<file path="config.mk">
export PLATFORM = sky130hd
export DESIGN_NAME = fault_and_channel_config_regs
export DESIGN_NICKNAME = d
export VERILOG_FILES = /design/src/design/fault_cfg_pkg.sv /design/src/design/fault_and_channel_config_regs.sv
export VERILOG_INCLUDE_DIRS = /design/src /design/src/design
export SDC_FILE = /design/constraint.sdc
export NUM_CORES = 1
export LEC_CHECK = 0
export ABC_AREA = 1
export BUFFER_PORTS_ARGS = -buffer_cell sky130_fd_sc_hd__buf_2
export CORE_MARGIN = 5
export CORE_UTILIZATION = 48
export DETAILED_ROUTE_END_ITERATION = 8
export HOLD_SLACK_MARGIN = 0.12
export PLACE_DENSITY = 0.72
export SYNTH_ARGS = -nofsm -noshare
export SYNTH_HDL_FRONTEND = slang
export SYNTH_SLANG_ARGS = --single-unit
</file>
<file path="constraint.sdc">
create_clock -name clk -period 5.55 [get_ports clk]
set_clock_uncertainty 0.15 [all_clocks]
set_input_delay 0.555 -clock clk [delete_from_list [all_inputs] [get_ports clk]]
set_output_delay 0.555 -clock clk [all_outputs]
set_load 0.05 [all_outputs]
</file>
<file path="src/design/fault_cfg_consts.svh">
// Register map, field layout, reset values and threshold table
// Functional notes
// - Fault control at 04h, reset 0, code bits 7-5
// - High threshold decoded from comparator threshold code
// - Low threshold decoded from same code
// - Reserved bits read zero; host writes zero
// - Eight channel registers 05h-0Ch, reset 10h
// - Bit 7 powers channel down
// - Bits 6-4 amplifier gain; illegal codes avoided
// - Bits 2-0 input select; illegal codes avoided
// - Positive fault flags at 12h, channel order
// - Negative fault flags at 13h, same order
// - Flags compare pins against selected threshold pair
// - Status registers read-only, zero after reset
`ifndef FAULT_CFG_CONSTS_SVH
`define FAULT_CFG_CONSTS_SVH

`define ADDR_FAULT_CTRL   8'h04
`define ADDR_CHAN_FIRST   8'h05
`define ADDR_CHAN_LAST    8'h0C
`define ADDR_STAT_POS     8'h12
`define ADDR_STAT_NEG     8'h13

`define RST_FAULT_CTRL    3'h0
`define RST_CHAN          8'h10
`define RST_STAT          8'h00
`define READ_ZERO         8'h00

`define CODE_MSB          7
`define CODE_LSB          5
`define PD_BIT            7
`define GAIN_MSB          6
`define GAIN_LSB          4
`define MUX_MSB           2
`define MUX_LSB           0

// Thresholds in tenths of a percent of full scale
`define FULL_SCALE        10'h3E8
`define THR_HI_0          10'h3B6
`define THR_HI_1          10'h39D
`define THR_HI_2          10'h384
`define THR_HI_3          10'h36B
`define THR_HI_4          10'h352
`define THR_HI_5          10'h320
`define THR_HI_6          10'h2EE
`define THR_HI_7          10'h2BC
`define THR_LO_0          10'h032
`define THR_LO_1          10'h04B
`define THR_LO_2          10'h064
`define THR_LO_3          10'h07D
`define THR_LO_4          10'h096
`define THR_LO_5          10'h0C8
`define THR_LO_6          10'h0FA
`define THR_LO_7          10'h12C

`endif

</file>
<file path="src/design/fault_cfg_pkg.sv">
// Types shared by the fault and channel configuration registers
package fault_cfg_pkg;

  typedef struct packed {
    logic       channel_power_down;
    logic [2:0] amplifier_gain_code;
    logic [2:0] channel_input_select;
  } per_channel_settings_type;

  typedef struct packed {
    logic       wr_en;
    logic       rd_en;
    logic [7:0] addr;
    logic [7:0] wdata;
  } reg_req_type;

endpackage

</file>
<file path="src/design/fault_and_channel_config_regs.sv">
// Fault threshold control, per-channel settings and fault status registers
`include "fault_cfg_consts.svh"
`timescale 1ns/10ps
`default_nettype none

module fault_and_channel_config_regs
  import fault_cfg_pkg::*;
#(
  parameter int CHANNELS = 8,
  parameter int LEVEL_W  = 10
) (
  input  wire logic                     clk,
  input  wire logic                     arst_n,
  input  wire reg_req_type              reg_req,
  output logic [7:0]                    reg_rdata,
  input  wire logic [LEVEL_W-1:0]       pos_pin_level [CHANNELS],
  input  wire logic [LEVEL_W-1:0]       neg_pin_level [CHANNELS],
  output per_channel_settings_type      chan_settings [CHANNELS],
  output logic [LEVEL_W-1:0]            thr_high,
  output logic [LEVEL_W-1:0]            thr_low,
  output logic [CHANNELS-1:0]           positive_pin_over_threshold,
  output logic [CHANNELS-1:0]           negative_pin_over_threshold
);

  ////////////////////////////////////////////////////////////////////////////
  logic [2:0]               comparator_threshold_code_q;
  per_channel_settings_type chan_q [CHANNELS];
  logic [LEVEL_W-1:0]       thr_high_q;
  logic [LEVEL_W-1:0]       thr_low_q;
  logic [LEVEL_W-1:0]       thr_high_d;
  logic [CHANNELS-1:0]      positive_fault_flags_q;
  logic [CHANNELS-1:0]      negative_fault_flags_q;
  logic [LEVEL_W-1:0]       pos_s1_q [CHANNELS];
  logic [LEVEL_W-1:0]       pos_s2_q [CHANNELS];
  logic [LEVEL_W-1:0]       neg_s1_q [CHANNELS];
  logic [LEVEL_W-1:0]       neg_s2_q [CHANNELS];
  logic [7:0]               rdata_q;
  logic [7:0]               rdata_d;
  logic [7:0]               chan_idx;
  logic                     chan_hit;

  assign chan_idx = reg_req.addr - `ADDR_CHAN_FIRST;
  assign chan_hit = (reg_req.addr >= `ADDR_CHAN_FIRST) && (reg_req.addr <= `ADDR_CHAN_LAST);

  ////////////////////////////////////////////////////////////////////////////
  // Threshold code storage
  always_ff @(posedge clk or negedge arst_n) begin
    if (!arst_n) begin
      comparator_threshold_code_q <= `RST_FAULT_CTRL;
    end else if (reg_req.wr_en && reg_req.addr == `ADDR_FAULT_CTRL) begin
      comparator_threshold_code_q <= reg_req.wdata[`CODE_MSB:`CODE_LSB];
    end
  end

  always_comb begin
    unique case (comparator_threshold_code_q)
      3'h0: thr_high_d = `THR_HI_0;
      3'h1: thr_high_d = `THR_HI_1;
      3'h2: thr_high_d = `THR_HI_2;
      3'h3: thr_high_d = `THR_HI_3;
      3'h4: thr_high_d = `THR_HI_4;
      3'h5: thr_high_d = `THR_HI_5;
      3'h6: thr_high_d = `THR_HI_6;
      3'h7: thr_high_d = `THR_HI_7;
    endcase
  end

  // Registered so the comparator DACs never see a decode glitch
  always_ff @(posedge clk or negedge arst_n) begin
    if (!arst_n) begin
      thr_high_q <= `THR_HI_0;
      thr_low_q  <= `FULL_SCALE - `THR_HI_0;
    end else begin
      thr_high_q <= thr_high_d;
      thr_low_q  <= `FULL_SCALE - thr_high_d;
    end
  end

  assign thr_high = thr_high_q;
  assign thr_low  = thr_low_q;

  ////////////////////////////////////////////////////////////////////////////
  // Per-channel settings, synchronisers and comparators
  genvar g;
  generate
    for (g = 0; g < CHANNELS; g++) begin : g_chan
      always_ff @(posedge clk or negedge arst_n) begin
        if (!arst_n) begin
          chan_q[g] <= per_channel_settings_type'({`RST_CHAN} >> 1);
        end else if (reg_req.wr_en && chan_hit && chan_idx == 8'(g)) begin
          // Codes kept as written; host avoids illegal ones
          chan_q[g] <= {reg_req.wdata[`PD_BIT],
                        reg_req.wdata[`GAIN_MSB:`GAIN_LSB],
                        reg_req.wdata[`MUX_MSB:`MUX_LSB]};
        end
      end
      assign chan_settings[g] = chan_q[g];

      // Levels are quasi-static; two flops only guard metastability
      always_ff @(posedge clk or negedge arst_n) begin
        if (!arst_n) begin
          pos_s1_q[g] <= '0;
          pos_s2_q[g] <= '0;
          neg_s1_q[g] <= '0;
          neg_s2_q[g] <= '0;
        end else begin
          pos_s1_q[g] <= pos_pin_level[g];
          pos_s2_q[g] <= pos_s1_q[g];
          neg_s1_q[g] <= neg_pin_level[g];
          neg_s2_q[g] <= neg_s1_q[g];
        end
      end

      always_ff @(posedge clk or negedge arst_n) begin
        if (!arst_n) begin
          positive_fault_flags_q[g] <= 1'b0;
          negative_fault_flags_q[g] <= 1'b0;
        end else begin
          positive_fault_flags_q[g] <= (pos_s2_q[g] > thr_high_q) || (pos_s2_q[g] < thr_low_q);
          negative_fault_flags_q[g] <= (neg_s2_q[g] > thr_high_q) || (neg_s2_q[g] < thr_low_q);
        end
      end

      // Skip the release edge: flags were held in reset there
      a_flag_compare: assert property (@(posedge clk) disable iff (!arst_n)
        $past(arst_n) |-> positive_fault_flags_q[g] ==
        $past((pos_s2_q[g] > thr_high_q) || (pos_s2_q[g] < thr_low_q)))
        else $error("positive flag disagrees with comparison");

      a_neg_compare: assert property (@(posedge clk) disable iff (!arst_n)
        $past(arst_n) |-> negative_fault_flags_q[g] ==
        $past((neg_s2_q[g] > thr_high_q) || (neg_s2_q[g] < thr_low_q)))
        else $error("negative flag disagrees with comparison");

      a_pos_sync: assert property (@(posedge clk) disable iff (!arst_n)
        pos_s2_q[g] == $past(pos_s1_q[g]))
        else $error("positive level synchroniser broken");

      a_neg_sync: assert property (@(posedge clk) disable iff (!arst_n)
        neg_s2_q[g] == $past(neg_s1_q[g]))
        else $error("negative level synchroniser broken");

      a_chan_hold: assert property (@(posedge clk) disable iff (!arst_n)
        !(reg_req.wr_en && chan_hit && chan_idx == 8'(g)) |=> $stable(chan_q[g]))
        else $error("channel settings changed without write");

      a_chan_store: assert property (@(posedge clk) disable iff (!arst_n)
        (reg_req.wr_en && chan_hit && chan_idx == 8'(g)) |=>
        chan_q[g] == $past({reg_req.wdata[`PD_BIT], reg_req.wdata[`GAIN_MSB:`GAIN_LSB],
                            reg_req.wdata[`MUX_MSB:`MUX_LSB]}))
        else $error("channel settings not stored");
    end
  endgenerate

  assign positive_pin_over_threshold = positive_fault_flags_q;
  assign negative_pin_over_threshold = negative_fault_flags_q;

  ////////////////////////////////////////////////////////////////////////////
  // Read path, one cycle latency
  always_comb begin
    rdata_d = `READ_ZERO;
    if (reg_req.addr == `ADDR_FAULT_CTRL) begin
      rdata_d = {comparator_threshold_code_q, 5'h00};
    end else if (chan_hit) begin
      rdata_d = {chan_q[chan_idx[2:0]].channel_power_down,
                 chan_q[chan_idx[2:0]].amplifier_gain_code, 1'b0,
                 chan_q[chan_idx[2:0]].channel_input_select};
    end else if (reg_req.addr == `ADDR_STAT_POS) begin
      rdata_d = 8'(positive_fault_flags_q);
    end else if (reg_req.addr == `ADDR_STAT_NEG) begin
      rdata_d = 8'(negative_fault_flags_q);
    end
  end

  always_ff @(posedge clk or negedge arst_n) begin
    if (!arst_n) begin
      rdata_q <= `RST_STAT;
    end else if (reg_req.rd_en) begin
      rdata_q <= rdata_d;
    end
  end

  assign reg_rdata = rdata_q;

  ////////////////////////////////////////////////////////////////////////////
  a_code_write: assert property (@(posedge clk) disable iff (!arst_n)
    (reg_req.wr_en && reg_req.addr == `ADDR_FAULT_CTRL) |=>
    comparator_threshold_code_q == $past(reg_req.wdata[`CODE_MSB:`CODE_LSB]))
    else $error("threshold code not stored");

  a_high_decode: assert property (@(posedge clk) disable iff (!arst_n)
    (comparator_threshold_code_q == 3'h1) [*2] |-> thr_high_q == `THR_HI_1)
    else $error("high threshold for code 1 wrong");

  a_low_decode: assert property (@(posedge clk) disable iff (!arst_n)
    (comparator_threshold_code_q == 3'h7) [*2] |-> thr_low_q == `THR_LO_7)
    else $error("low threshold for code 7 wrong");

  a_pair_sum: assert property (@(posedge clk) disable iff (!arst_n)
    thr_high_q + thr_low_q == `FULL_SCALE && thr_high_q <= `THR_HI_0)
    else $error("threshold pair not complementary");

  a_fault_reserved: assert property (@(posedge clk) disable iff (!arst_n)
    (reg_req.rd_en && reg_req.addr == `ADDR_FAULT_CTRL) |=> reg_rdata[4:0] == 5'h00)
    else $error("fault control reserved bits not zero");

  a_chan_reserved: assert property (@(posedge clk) disable iff (!arst_n)
    (reg_req.rd_en && chan_hit) |=> reg_rdata[3] == 1'b0)
    else $error("channel reserved bit not zero");

  a_chan_write: assert property (@(posedge clk) disable iff (!arst_n)
    (reg_req.wr_en && reg_req.addr == `ADDR_CHAN_LAST) |=>
    chan_settings[CHANNELS-1].channel_power_down == $past(reg_req.wdata[`PD_BIT]) &&
    chan_settings[CHANNELS-1].amplifier_gain_code == $past(reg_req.wdata[`GAIN_MSB:`GAIN_LSB]))
    else $error("channel 8 settings not stored");

  a_stat_read: assert property (@(posedge clk) disable iff (!arst_n)
    (reg_req.rd_en && reg_req.addr == `ADDR_STAT_POS) |=>
    reg_rdata == 8'($past(positive_fault_flags_q)))
    else $error("positive status read wrong");

  a_neg_read: assert property (@(posedge clk) disable iff (!arst_n)
    (reg_req.rd_en && reg_req.addr == `ADDR_STAT_NEG) |=>
    reg_rdata == 8'($past(negative_fault_flags_q)))
    else $error("negative status read wrong");

  ////////////////////////////////////////////////////////////////////////////
  // Rest of the decode table: high codes 0 and 2-7, low codes 0-6, one check each
  a_high_code0: assert property (@(posedge clk) disable iff (!arst_n)
    (comparator_threshold_code_q == 3'h0) [*2] |-> thr_high_q == `THR_HI_0)
    else $error("high threshold for code 0 wrong");

  a_high_code2: assert property (@(posedge clk) disable iff (!arst_n)
    (comparator_threshold_code_q == 3'h2) [*2] |-> thr_high_q == `THR_HI_2)
    else $error("high threshold for code 2 wrong");

  a_high_code3: assert property (@(posedge clk) disable iff (!arst_n)
    (comparator_threshold_code_q == 3'h3) [*2] |-> thr_high_q == `THR_HI_3)
    else $error("high threshold for code 3 wrong");

  a_high_code4: assert property (@(posedge clk) disable iff (!arst_n)
    (comparator_threshold_code_q == 3'h4) [*2] |-> thr_high_q == `THR_HI_4)
    else $error("high threshold for code 4 wrong");

  a_high_code5: assert property (@(posedge clk) disable iff (!arst_n)
    (comparator_threshold_code_q == 3'h5) [*2] |-> thr_high_q == `THR_HI_5)
    else $error("high threshold for code 5 wrong");

  a_high_code6: assert property (@(posedge clk) disable iff (!arst_n)
    (comparator_threshold_code_q == 3'h6) [*2] |-> thr_high_q == `THR_HI_6)
    else $error("high threshold for code 6 wrong");

  a_high_code7: assert property (@(posedge clk) disable iff (!arst_n)
    (comparator_threshold_code_q == 3'h7) [*2] |-> thr_high_q == `THR_HI_7)
    else $error("high threshold for code 7 wrong");

  a_low_code0: assert property (@(posedge clk) disable iff (!arst_n)
    (comparator_threshold_code_q == 3'h0) [*2] |-> thr_low_q == `THR_LO_0)
    else $error("low threshold for code 0 wrong");

  a_low_code1: assert property (@(posedge clk) disable iff (!arst_n)
    (comparator_threshold_code_q == 3'h1) [*2] |-> thr_low_q == `THR_LO_1)
    else $error("low threshold for code 1 wrong");

  a_low_code2: assert property (@(posedge clk) disable iff (!arst_n)
    (comparator_threshold_code_q == 3'h2) [*2] |-> thr_low_q == `THR_LO_2)
    else $error("low threshold for code 2 wrong");

  a_low_code3: assert property (@(posedge clk) disable iff (!arst_n)
    (comparator_threshold_code_q == 3'h3) [*2] |-> thr_low_q == `THR_LO_3)
    else $error("low threshold for code 3 wrong");

  a_low_code4: assert property (@(posedge clk) disable iff (!arst_n)
    (comparator_threshold_code_q == 3'h4) [*2] |-> thr_low_q == `THR_LO_4)
    else $error("low threshold for code 4 wrong");

  a_low_code5: assert property (@(posedge clk) disable iff (!arst_n)
    (comparator_threshold_code_q == 3'h5) [*2] |-> thr_low_q == `THR_LO_5)
    else $error("low threshold for code 5 wrong");

  a_low_code6: assert property (@(posedge clk) disable iff (!arst_n)
    (comparator_threshold_code_q == 3'h6) [*2] |-> thr_low_q == `THR_LO_6)
    else $error("low threshold for code 6 wrong");

  a_high_floor: assert property (@(posedge clk) disable iff (!arst_n)
    thr_high_q >= `THR_HI_7)
    else $error("high threshold below table");

  a_low_ceiling: assert property (@(posedge clk) disable iff (!arst_n)
    thr_low_q <= `THR_LO_7)
    else $error("low threshold above table");

  a_thr_order: assert property (@(posedge clk) disable iff (!arst_n)
    thr_low_q < thr_high_q)
    else $error("low threshold not below high");

  a_high_registered: assert property (@(posedge clk) disable iff (!arst_n)
    thr_high_q == $past(thr_high_d))
    else $error("high threshold not registered decode");

  a_low_registered: assert property (@(posedge clk) disable iff (!arst_n)
    thr_low_q + $past(thr_high_d) == `FULL_SCALE)
    else $error("low threshold not registered mirror");

  ////////////////////////////////////////////////////////////////////////////
  // Register port behaviour
  a_code_hold: assert property (@(posedge clk) disable iff (!arst_n)
    !(reg_req.wr_en && reg_req.addr == `ADDR_FAULT_CTRL) |=> $stable(comparator_threshold_code_q))
    else $error("threshold code changed without write");

  a_code_read: assert property (@(posedge clk) disable iff (!arst_n)
    (reg_req.rd_en && reg_req.addr == `ADDR_FAULT_CTRL) |=> reg_rdata[7:5] == $past(comparator_threshold_code_q))
    else $error("threshold code read wrong");

  a_rdata_hold: assert property (@(posedge clk) disable iff (!arst_n)
    !reg_req.rd_en |=> $stable(reg_rdata))
    else $error("read data moved without read");

  a_unmapped_read: assert property (@(posedge clk) disable iff (!arst_n)
    (reg_req.rd_en && !chan_hit && reg_req.addr != `ADDR_FAULT_CTRL &&
     reg_req.addr != `ADDR_STAT_POS && reg_req.addr != `ADDR_STAT_NEG) |=> reg_rdata == `READ_ZERO)
    else $error("unmapped read not zero");

  a_chan_read: assert property (@(posedge clk) disable iff (!arst_n)
    (reg_req.rd_en && reg_req.addr == `ADDR_CHAN_FIRST) |=>
    reg_rdata == {$past(chan_q[0].channel_power_down), $past(chan_q[0].amplifier_gain_code),
                  1'b0, $past(chan_q[0].channel_input_select)})
    else $error("channel 1 read wrong");

  a_first_write: assert property (@(posedge clk) disable iff (!arst_n)
    (reg_req.wr_en && reg_req.addr == `ADDR_CHAN_FIRST) |=>
    chan_settings[0].channel_power_down == $past(reg_req.wdata[`PD_BIT]) &&
    chan_settings[0].amplifier_gain_code == $past(reg_req.wdata[`GAIN_MSB:`GAIN_LSB]))
    else $error("channel 1 settings not stored");

  a_mux_write: assert property (@(posedge clk) disable iff (!arst_n)
    (reg_req.wr_en && reg_req.addr == `ADDR_CHAN_LAST) |=>
    chan_settings[CHANNELS-1].channel_input_select == $past(reg_req.wdata[`MUX_MSB:`MUX_LSB]))
    else $error("channel 8 input select not stored");

endmodule

`default_nettype wire

</file>
Yosys cells after proc, flatten, opt, wreduce, memory -nomap -nowiden
Memories as Yosys holds them, arrays and structs flattened.
Index checks and enable logic that the tools add are counted.

word-level totals
  bits of input ports = 180
  register bits after elaboration = 423
  output and inout port bits = 100
  bits in read-only memories = 72
  logic and storage cells = 160
  memories kept = 1

cells by class
  reduce and logical (&&, ||, !) cells = 28
  $lt $le $gt $ge = 35
  eq/ne operators = 10
  add/sub/neg operators = 2
  muxes and demuxes = 7
  bitwise gates (word level) = 1

memory list
  memory            words  width  read ports  clocked after Yosys merged registers in  write ports  RTL line                             text
  (name not given)  8      9      1           0                                        0            fault_and_channel_config_regs.sv:56  unique case (comparator_threshold_code_q)

operators with widths
  kind                    number
  $gt 10x10->1            16
  $lt 10x10->1            16
  $eq 8x3->1 const B      5
  $mux 8                  4
  $bmux 7 s3              1
  $eq 8x2->1 const B      2
  $eq 8x5->1 const B      2
  $logic_or 1x1->1        16
  $mux 7                  2
  $logic_and 1x1->1       11
  $sub 10x10->10 const A  1
  $eq 8x1->1 const B      1
  $ge 8x3->1 const B      1
  $le 8x4->1 const B      1
  $logic_not 8->1         1
  $sub 8x3->8 const B     1
  $ge 4x4->1 const B      1
  $not 3->4               1

Longest topological paths before layout
Gate-level depths: netlist (run 1).

  depth after elaboration = 7
  depth in mapped cells = 14

Worst setup path after synthesis (run 1)
Ideal clock, no wire load.

  kind = input -> register
  start = input port reg_req[8] in the netlist's numbering
  end = register rdata_q[5] (netlist: reg_rdata[5])
  cell stages on the path = 14
  library setup time = 118 ps
  data required time = 5,282 ps
  buffers on the path = 4
  setup slack = 3,015 ps
  arrival = 2,267 ps
  cell sequence = inv_1 clkbuf_1 buf_2 ha_1 clkbuf_1 inv_1 clkbuf_1 nor2_1 o21ai_0 nand3_1 nand3_1 nand2_1 nand2_1 nand2_1

between the ends
  word-level cells in the longest chain between the ends = 7
  elaborated cells on any way between the ends = 15

ends and longest elaborated chain
  element                                    RTL line                              text
  start: declaration                         fault_and_channel_config_regs.sv:14   input wire reg_req_type reg_req,
  $sub 8x3->8 (no line)                      -
  $not 3->4 (not written as such)            fault_and_channel_config_regs.sv:166  chan_q[chan_idx[2:0]].amplifier_gain_code, 1'b0,
  $bmux 7 s3                                 fault_and_channel_config_regs.sv:166
  $mux 7 (not written as such) (2 in a row)  fault_and_channel_config_regs.sv:166
  $mux 8                                     fault_and_channel_config_regs.sv:164  end else if (chan_hit) begin
  $mux 8 *                                   fault_and_channel_config_regs.sv:162  if (reg_req.addr == `ADDR_FAULT_CTRL) begin
  end signal: assignment                     fault_and_channel_config_regs.sv:177  rdata_q <= `RST_STAT;
  end signal: assignment                     fault_and_channel_config_regs.sv:179  rdata_q <= rdata_d;
  end: declaration                           fault_and_channel_config_regs.sv:37   logic [7:0] rdata_q;

Every way passes the cells marked *; elsewhere a longest branch is shown, timed or not. The select of a mux whose other input is x is not followed.
A chain may end at the register's enable or synchronous reset.

==> summary.txt, run 1 <==
Outcome
  – Status: completed

Floorplanning
  – IO Pins: 280
  – Die width: between 200 and 250 um
  – Core footprint: just over 0.04 sq mm
  – Die Area: 0.0452 sq mm
  – Initial Util: 0.484
  – Die height: between 200 and 250 um
  – # rows: 74

Timing
  – Crit share post-route: 0.487
  – Fin. Hold Viols: 0
  – Rel. slew slack: 0.185
  – Post-route setup slack: roughly 2800 ps
  – Minimum clock period: around 2700 ps
  – Fmax: roughly 370 MHz
  – Worst-margin pin slew: approximately 1200 ps
  – Final setup fails: 0
  – Max Slew Vio Count: 0
  – Setup TNS: 0 ps
  – RSZ-0062 raised after global routing: false

Synthesis
  – Area contributors post-synth: dfrtp_1, ha_1, nand2_1
  – Yosys top cell area share: 0.513
  – Mapped Nets: around 2.4k
  – Seq cells post-synth: 420
  – Compound-Gate Fraction of Synth Area: 0.0707
  – Adder-Cell Fraction of Synth Area: 0.187
  – Synth cell types: slightly above 40
  – Mapped Cells: 1,892
  – Post-synthesis mux area share: 0
  – Syn_area_per_cell: between 10 and 15 sq um
  – Post-Syn Area: just under 0.02 sq mm
  – Synth warn: 0
  – Post-synth top area cell: dfrtp_1
  – Post-synthesis simple-gate area fraction: 0.160
  – Synth Flop Type: dfrtp_1
  – Ys async rst share: 1.00
  – EDFF count, synth: 0
  – Sequential share of the synthesized area: 0.534
  – Synth Area in XOR/XNOR: 0.00178
  – Largest family of logic cells by synthesized area: adder cells

Worst setup path
  – Critical path endpoint category: output pin
  – Data required time of the critical path: slightly below 5000 ps
  – CP arrival: roughly 2000 ps
  – Reg2reg path depth: 9
  – CP max FO: 12
  – FF-to-FF setup slack: around 2900 ps
  – Crit path launch type: flop
  – Highest-delay cell along the critical path: dfrtp_1
  – Critical Setup Path Class: reg2out
  – CP Cell Sequence: buf_4 -> buf_2
  – Worst R2R Start: thr_high[8]
  – FF-to-FF End: negative_pin_over_threshold[3]
  – Max stage delay on crit path: roughly 700 ps

Detailed routing
  – DR iter-0 viols: roughly 1.4k
  – Via density: roughly 5.3
  – Post-route ant nets: 0
  – Router iterations before antenna repair: 5
  – Routed WL: around 56 mm
  – Total number of vias: 15.4k
  – DRC: 0
  – Routed length per instance: 19.1 um

Cells and area
  – Final net count: 2,830
  – # fillers: 3,160
  – Most frequent cells in the layout: dfrtp_1, nand2_1, ha_1
  – Final Util: 0.606
  – Most common cell after layout, fill and taps aside: dfrtp_1
  – Antenna cells: 0
  – Layout cells sized above 1: 0.168
  – Area Growth Syn to Fin: 25.4%

Clock tree
  – Total CTS buffers: 42
  – Clock sinks: 420
  – CTS root buffer: clkbuf_16
  – TritonCTS clock tree: built
  – Clk Latency, worst-skew pair: 580 ps
  – CTS max path bufs: 3
  – H-tree Lvls: 2
  – CTS clk-pin slew, worst paths: ~60 ps
  – PostCTS Resize Cnt: 0

Min path
  – Hold path start: reg_req[4]
  – Hold Crit Class: in2reg
  – Hold EP: chan_settings[31]
  – WHS Path Cells: 3

GRT
  – Vias in the first global route: between 15k and 20k
  – Pin count of the biggest net entering global routing: ~160
  – Global route hottest layer: met2
  – GRT overflow: 0
  – Met2 layer usage reported by global route: 0.430
  – Tot GR Track Use: 0.247
  – Initial antenna violation count: 0
  – Met1 usage: 0.311
  – First-pass GRT wire length: 86.5 mm
  – Met3 Use GR: 0.0394

Power and ir drop
  – Worst vdd ir: between 0.0002 and 0.0003 V
  – Pwr dens: between 300 and 400 mW/mm^2
  – Leakage Power: 12.8 nW

Placement
  – Routability-driven placement congestion ratio: between 0.8 and 0.9
  – Dpl ws: roughly 2600 ps
  – Final HPWL DP: roughly 37 mm
  – Number of buffers added on ports: around 280

Flow run
  – Max-Cap Viols: 0
## per-stage QoR
stage | total power, mW | instance area [sq um] | std cells | hold WS (ps)
final | 7.57 | 24700 | 2921 | 162
after global routing | 7.92 | 24700 | 2921 | 148
after CTS | 7.58 | 24700 | 2921 | 129
after detailed placement | 4.59 | 21700 | 2682 | 185
after global placement | 4.51 | 21700 | 2682 | 182
after floorplan | 4.11 | 19700 | 1892 | 109
## power by group
part           switching, mW  internal [mW]  leakage [nW]
Clock                   1.23           1.70         0.694
Combinational          0.846          0.468          7.17
Sequential             0.108           3.22          4.97
Total                   2.18           5.39          12.8
## critical path, delay by kind of cell (launching register included)
kind                   cells  cell delay (ps)
flip-flops                 1              720
buffers and inverters      2              710
## area by class of cell
class | instances | area [sq um] | share of cell area
timing repair buffer | 448 | 3110 | 0.126
clock buffer | 64 | 1240 | 0.0504
multi-input combinational | 1261 | 8290 | 0.335
clock inverter | 14 | 184 | 0.00744
sequential | 420 | 10500 | 0.426
tap | 532 | 666 | 0.0269
inverter | 182 | 686 | 0.0278
## cells in the mapped netlist, types with 7 or more instances
cell type / instances
a21oi_1: 131
buf_4: 7
dfrtp_1: 404
dfstp_2: 16
ha_1: 295
inv_1: 181
nand2_1: 386
nand3_1: 147
nand3_2: 11
nor2_1: 117
nor3_1: 32
o211ai_1: 27
o21ai_0: 38
o31a_1: 16
o31ai_1: 16
## per-layer routing
| layer | up-vias | part of all wire |
|---|---|---|
| li1 | 7282 | - |
| met1 | 7395 | 0.40 |
| met2 | 613 | 0.49 |
| met3 | 142 | 0.066 |
| met4 | 0 | 0.039 |
| met5 | - | 0 |
## cells by family after synthesis
group / Yosys count
other cells: 2
fa+ha+maj: 295
flops: 420
compound gates: 239
simple gates: 721
xor+xnor: 4
buf+inv: 211
## worst max-delay path by stage
stage                      from                              to  slack, ps  depth (start not counted)
global route        thr_high[8]  negative_pin_over_threshold[3]       2730                          9
global placement     reg_req[8]                chan_settings[0]       2670                         13
CTS                  thr_low[0]                     thr_high[0]       2800                          2
detailed placement   reg_req[8]                chan_settings[0]       2600                         13
finish               thr_low[0]                     thr_high[0]       2840                          2
floorplan            reg_req[8]                    reg_rdata[5]       3020                         14
## registers in the layout, summed over array words and instances (netlist names)
signal / cells
thr_high: 7
negative_pin_over_threshold: 8
neg_s1_q: 80
comparator_threshold_code_q: 3
positive_pin_over_threshold: 8
chan_settings: 56
pos_s1_q: 80
reg_rdata: 8
neg_s2_q: 80
thr_low: 10
pos_s2_q: 80
## repair_timing
item | in CTS | in global routing
endpoints found under the setup margin | 0 | 0
hold buffers | 161 | 0
buffers inserted | 0 | 0
endpoints found under the hold margin | 264 | 0
No activity file was read; power rests on OpenSTA's default activity.
==> run 2, diff against run 1 <==
--- a/config.mk
+++ b/config.mk
@@ -12,7 +12,7 @@
 export CORE_UTILIZATION = 48
 export DETAILED_ROUTE_END_ITERATION = 8
 export HOLD_SLACK_MARGIN = 0.12
-export PLACE_DENSITY = 0.72
+export PLACE_DENSITY = 0.74
 export SYNTH_ARGS = -nofsm -noshare
 export SYNTH_HDL_FRONTEND = slang
 export SYNTH_SLANG_ARGS = --single-unit
==> constraint.sdc (replaced) <==
create_clock -name clk -period 2.4 [get_ports clk]
set_clock_uncertainty 0.15 [all_clocks]
set_input_delay 0.24 -clock clk [delete_from_list [all_inputs] [get_ports clk]]
set_output_delay 0.24 -clock clk [all_outputs]
set_load 0.05 [all_outputs]
==> run 2 against run 1 <==
  * Die area did not move
  * Power rose by 140%
  * Global-route usage grew 0.56 points
  * Critical path depth rose by 9
  * Cell area up 2.7%
  * Worst setup slack worse by 2700 ps
  * Utilization is 1.6 points higher
  * Non-clock buffer count up 51
  * Combinational power is 140% higher
  * Wire length grew 2.5%
  * Sequential share of layout area down 1.1 points
==> summary.txt, run 2 (synthesized netlist as in run 1, its figures left out) <==
GRT
  – Pin count of the biggest net entering global routing: 87 (-45%)
  – Vias in the first global route: 16.3k (+1.4%)
  – Initial antenna violation count: 3 (+3)
  – First-pass GRT wire length: 88.2 mm (+1.9%)
  – Tot GR Track Use: 0.253 (+0.00558)
  – GRT overflow: 0 (unchanged)

Timing
  – Final setup fails: 0 (unchanged)
  – Min Hold Slack: 151 ps (-10.8 ps)
  – Max Slew Vio Count: 0 (unchanged)
  – Post-route setup slack: 116 ps (-2730 ps)
  – Fmax: 438 MHz
  – RSZ-0062 raised after global routing: false
  – Setup TNS: 0 ps (unchanged)
  – Fin. Hold Viols: 0 (unchanged)
  – Minimum clock period: around 2300 ps
  – Crit share post-route: 0.952

Cells and area
  – Final net count: 2,882 (+1.8%)
  – Final instance area: 0.0254 sq mm (+2.7%)
  – Layout cells sized above 1: 0.183 (+0.0149)
  – Non-Filler Instances: 2,977 (+1.9%)
  – Final Util: 0.623 (+0.0163)
  – Area Growth Syn to Fin: 28.7%
  – Most common cell after layout, fill and taps aside: dfrtp_1
  – Most frequent cells in the layout: dfrtp_1, nand2_1, ha_1

Worst setup path
  – Data required time of the critical path: 2760 ps (-2090 ps)
  – CP arrival: 2640 ps (+640 ps)
  – Crit path launch type: input pin
  – Critical path endpoint category: flop
  – CP max FO: 10 (-2)
  – Critical Setup Path Class: in2reg

Detailed routing
  – Routed length per instance: 19.2 um (+0.57%)
  – Total number of vias: 15.8k (+2.4%)
  – Router iterations before antenna repair: 5 (unchanged)
  – Routed WL: 57.2 mm (+2.5%)
  – Via density: 5.31 (+0.51%)
  – DRC: 0 (unchanged)
  – Post-route ant nets: 0 (unchanged)
  – DR iter-0 viols: 1,203 (-14%)

Outcome
  – Status: completed

Clock tree
  – H-tree Lvls: 2 (unchanged)
  – CTS root buffer: clkbuf_16
  – Total CTS buffers: 42 (unchanged)
  – Clock sinks: 420 (unchanged)
  – CTS clk-pin slew, worst paths: 60 ps (about the same)
  – CTS max path bufs: 3 (unchanged)
  – TritonCTS clock tree: built
  – Clk Latency, worst-skew pair: 570 ps (about the same)

Placement
  – Number of buffers added on ports: 277 (unchanged)
  – Placed cells: 2,709 (+1.0%)
  – Placed Area: 0.0220 sq mm (+1.4%)
  – Final HPWL DP: 37.4 mm (+1.3%)
  – Routability-driven placement congestion ratio: 0.904 (+1.3%)
  – Dpl ws: 175 ps (-2430 ps)

Floorplanning
  – Die Area: 0.0452 sq mm (unchanged)
  – Die width: 213 um (unchanged)
  – Core footprint: 0.0407 sq mm (unchanged)
  – IO Pins: 280 (unchanged)
  – # rows: 74 (unchanged)
  – Initial Util: 0.484 (unchanged)
  – Die height: 213 um (unchanged)

Power and ir drop
  – Worst vdd ir: 0.000723 V (+180%)
  – Leakage Power: 13.2 nW (+2.5%)
  – Total Power: 18.0 mW (+140%)
  – Pwr dens: 711 mW/mm^2 (+130%)

Min path
  – Hold Crit Class: in2reg

Flow run
  – Max-Cap Viols: 0 (unchanged)
-- run 2: cell type report --
type                       instances  area (sq um)
clock inverter                    27           369
clock buffer                      51          1160
fill                            3103         15400
tap                              532           666
sequential                       420         10500
inverter                         182           686
timing repair buffer             499          3650
antenna                            4          10.0
multi-input combinational       1262          8310
-- run 2: worst paths after layout --
path | startpoint | end | slack [ps] | cells past startpoint
setup / recovery | reg_req[10] | chan_settings[24] | 120 | 11
hold / removal | pos_pin_level[78] | pos_s1_q[78] | 150 | 2
setup reg to reg | thr_high[8] | negative_pin_over_threshold[2] | 150 | 10
hold reg to reg | pos_s1_q[46] | pos_s2_q[46] | 190 | 0
max in group asynchronous | arst_n | thr_high[1] | 1480 | 3
min in group asynchronous | arst_n | pos_s1_q[61] | 160 | 3
-- run 2: critical path, stage by stage --
cell and delay [ps]:
dlygate4sd3_1 560, buf_2 220, inv_1 100, nand2_2 80
nand2_4 120, inv_4 140, nand2_1 230, nor2_8 230
nand3_1 90, dlygate4sd3_1 560, nand2_1 70
-- run 2: routing by layer --
metal	vias to the layer above	GRT usage	share of wire
li1	7387	-	-
met1	7626	0.319	0.40
met2	641	0.434	0.49
met3	152	0.0475	0.076
met4	2	0.0956	0.037
met5	-	0	0.00023
-- run 2: timing repair --
action	in CTS	in global routing
setup endpoints to repair	0	1
hold buffers	179	0
buffers inserted	0	6
gates resized for setup	0	2
hold endpoints to repair	640	0
-- run 2: report_power, final --
part,switching (mW),total (mW),internal [mW]
logic,1.98,3.17,1.18
clock network,2.93,7.18,4.25
registers,0.260,7.70,7.44
total,5.17,18.0,12.9
==> run 3, diff against run 2 <==
--- a/config.mk
+++ b/config.mk
@@ -10,6 +10,7 @@
 export BUFFER_PORTS_ARGS = -buffer_cell sky130_fd_sc_hd__buf_2
 export CORE_MARGIN = 5
 export CORE_UTILIZATION = 48
+export CTS_BUF_LIST = sky130_fd_sc_hd__clkbuf_4 sky130_fd_sc_hd__clkbuf_8
 export DETAILED_ROUTE_END_ITERATION = 8
 export HOLD_SLACK_MARGIN = 0.12
 export PLACE_DENSITY = 0.74
==> run 3 against run 2 <==
  * Die area did not move
  * Combinational power grew 11%
  * Global-route usage increased by 3.9 points
  * Worst setup slack lost 78 ps
  * Maximum frequency is 3.3% lower
  * Clock power shrank 3.9%
  * Critical path type unchanged
  * Critical endpoint is now chan_settings[31]
  * Highest routed layer is now met4
==> summary.txt, run 3 (synthesized netlist as in run 1, its figures left out) <==
Min path
  – WHS Path Cells: 0 (-2)
  – Hold Crit Class: reg2reg
  – Hold EP: neg_s2_q[30]
  – Hold path start: neg_s1_q[30]

Worst setup path
  – CP arrival: 2770 ps (+130 ps)
  – FF-to-FF End: positive_pin_over_threshold[0]
  – Critical path endpoint category: flop
  – CP max FO: 14 (+4)
  – Reg2reg path depth: 8 (-2)
  – Worst R2R Start: thr_low[5]
  – Critical Setup Path Class: in2reg
  – Data required time of the critical path: 2810 ps (+50 ps)
  – FF-to-FF setup slack: 90 ps (-60 ps)
  – Crit path launch type: input pin

Floorplanning
  – Die height: 213 um (unchanged)
  – Core footprint: 0.0407 sq mm (unchanged)
  – Die width: 213 um (unchanged)
  – # rows: 74 (unchanged)
  – IO Pins: 280 (unchanged)
  – Initial Util: 0.484 (unchanged)
  – Die Area: 0.0452 sq mm (unchanged)

Timing
  – Minimum clock period: 2360 ps (+77.6 ps)
  – Fin. Hold Viols: 0 (unchanged)
  – Fmax: 423 MHz (-3.3%)
  – Final setup fails: 0 (unchanged)
  – Rel. slew slack: 0.669
  – Crit share post-route: 0.984 (+0.0324)
  – Worst-margin pin slew: 495 ps
  – Max Slew Vio Count: 0 (unchanged)

Detailed routing
  – Post-route ant nets: 0 (unchanged)
  – Router iterations before antenna repair: 7 (+2)
  – Via density: 5.45 (+2.7%)
  – Total number of vias: 17.3k (+9.7%)
  – DRC: 0 (unchanged)
  – DR iter-0 viols: 1,603 (+33%)
  – Routed length per instance: 20.7 um (+7.8%)
  – Routed WL: 65.8 mm (+15%)

Power and ir drop
  – Pwr dens: 674 mW/mm^2 (-5.3%)
  – Worst vdd ir: 0.000572 V (-21%)
  – Leakage Power: 13.9 nW (+5.3%)
  – Total Power: 18.1 mW (+0.52%)

Clock tree
  – CTS clk-pin slew, worst paths: 60 ps (about the same)
  – Total CTS buffers: 70 (+67%)
  – H-tree Lvls: 3 (+1)
  – TritonCTS clock tree: built
  – Clock sinks: 420 (unchanged)
  – CTS root buffer: clkbuf_8
  – Clk Latency, worst-skew pair: 630 ps (+60 ps)
  – CTS max path bufs: 3 (unchanged)

Outcome
  – Status: completed

GRT
  – Vias in the first global route: 18.5k (+14%)
  – Initial antenna violation count: 0 (-3)
  – First-pass GRT wire length: 101 mm (+15%)
  – Pin count of the biggest net entering global routing: 87 (unchanged)
  – Tot GR Track Use: 0.291 (+0.0387)
  – GRT overflow: 0 (unchanged)

Placement
  – Routability-driven placement congestion ratio: 0.904 (unchanged)
  – Number of buffers added on ports: 277 (unchanged)
  – Final HPWL DP: 37.4 mm (unchanged)
  – Placed cells: 2,709 (unchanged)

Flow run
  – Max-Cap Viols: 0 (unchanged)

Cells and area
  – Most frequent cells in the layout: dfrtp_1, nand2_1, dlygate4sd3_1
  – Non-Filler Instances: 3,180 (+6.8%)
  – Final net count: 3,072 (+6.6%)
  – Most common cell after layout, fill and taps aside: dfrtp_1
  – Area Growth Syn to Fin: 36.6%
  – Layout cells sized above 1: 0.190 (+0.00653)
-- run 3: changes by cell type in the layout (fill, tap and decap cells not counted), sizes merged --
cell,delta
buf,+7
bufinv,-3
clkbuf,+54
clkinv,-5
clkinvlp,+1
diode,-3
dlygate4sd3,+154
inv,-3
nor2,+1
-- run 3: power breakdown --
part | internal, mW | total [mW] | switching, mW | leakage (nW)
clock network | 3.84 | 6.90 | 3.06 | 0.779
logic | 1.37 | 3.52 | 2.15 | 8.11
registers | 7.45 | 7.72 | 0.272 | 4.97
-- run 3: what timing repair did --
action / in CTS / in global routing
setup endpoints to repair: 0 / 4
endpoints found under the hold margin: 647 / 0
hold buffers: 333 / 0
resized for setup: 0 / 3
setup buffers: 0 / 13
-- run 3: worst max-delay path, cell delays in order --
cell	delay, ps
dlygate4sd3_1	550
buf_2	160
nor2_4	150
nand2_1	120
nor2_2	220
nand3_4	180
nor2_4	160
buf_4	230
nand3_1	100
dlygate4sd3_1	580
nand2_1	70
-- run 3: metrics by stage --
step	hold slack (ps)	cell area, sq um	setup WS, ps	TNS [ps]	util
3_3_place_gp	4.94	22000	254	0	0.539
3_5_place_dp	5.75	22000	175	0	0.539
5_1_grt	121	26900	-22.2	-36.8	0.661
6_report	181	26900	38.4	0	0.661
4_1_cts	127	26800	51.6	0	0.658
2_1_floorplan	-206	19700	-39.8	-120	-
-- run 3: worst max-delay path by stage --
stage | endpoint | from | slack (ps) | cells past startpoint
4_1_cts | chan_settings[24] | reg_req[14] | 50 | 11
3_3_place_gp | chan_settings[44] | reg_req[8] | 250 | 11
3_5_place_dp | negative_pin_over_threshold[2] | thr_high[8] | 170 | 10
6_report | chan_settings[31] | reg_req[14] | 40 | 11
2_1_floorplan | negative_pin_over_threshold[1] | thr_high[7] | -40 | 9
5_1_grt | chan_settings[24] | reg_req[13] | -20 | 11
-- run 3: area by class of cell --
type | count | area, sq um
diodes | 1 | 2.50
repair buffers | 660 | 5240
fillers | 2882 | 13800
well taps | 532 | 666
inverters | 182 | 686
multi-input cells | 1263 | 8320
clock inverters | 17 | 203
flip-flops and latches | 420 | 10500
clock buffers | 105 | 1280
-- run 3: per-layer routing --
layer / GRT usage / up-vias / wire [um] / share of wire
li1: - / 7781 / - / -
met1: 0.340 / 8277 / 23800 / 0.36
met2: 0.502 / 1000 / 32100 / 0.49
met3: 0.0710 / 276 / 6180 / 0.094
met4: 0.146 / 0 / 3710 / 0.056
met5: 0 / - / 0 / 0
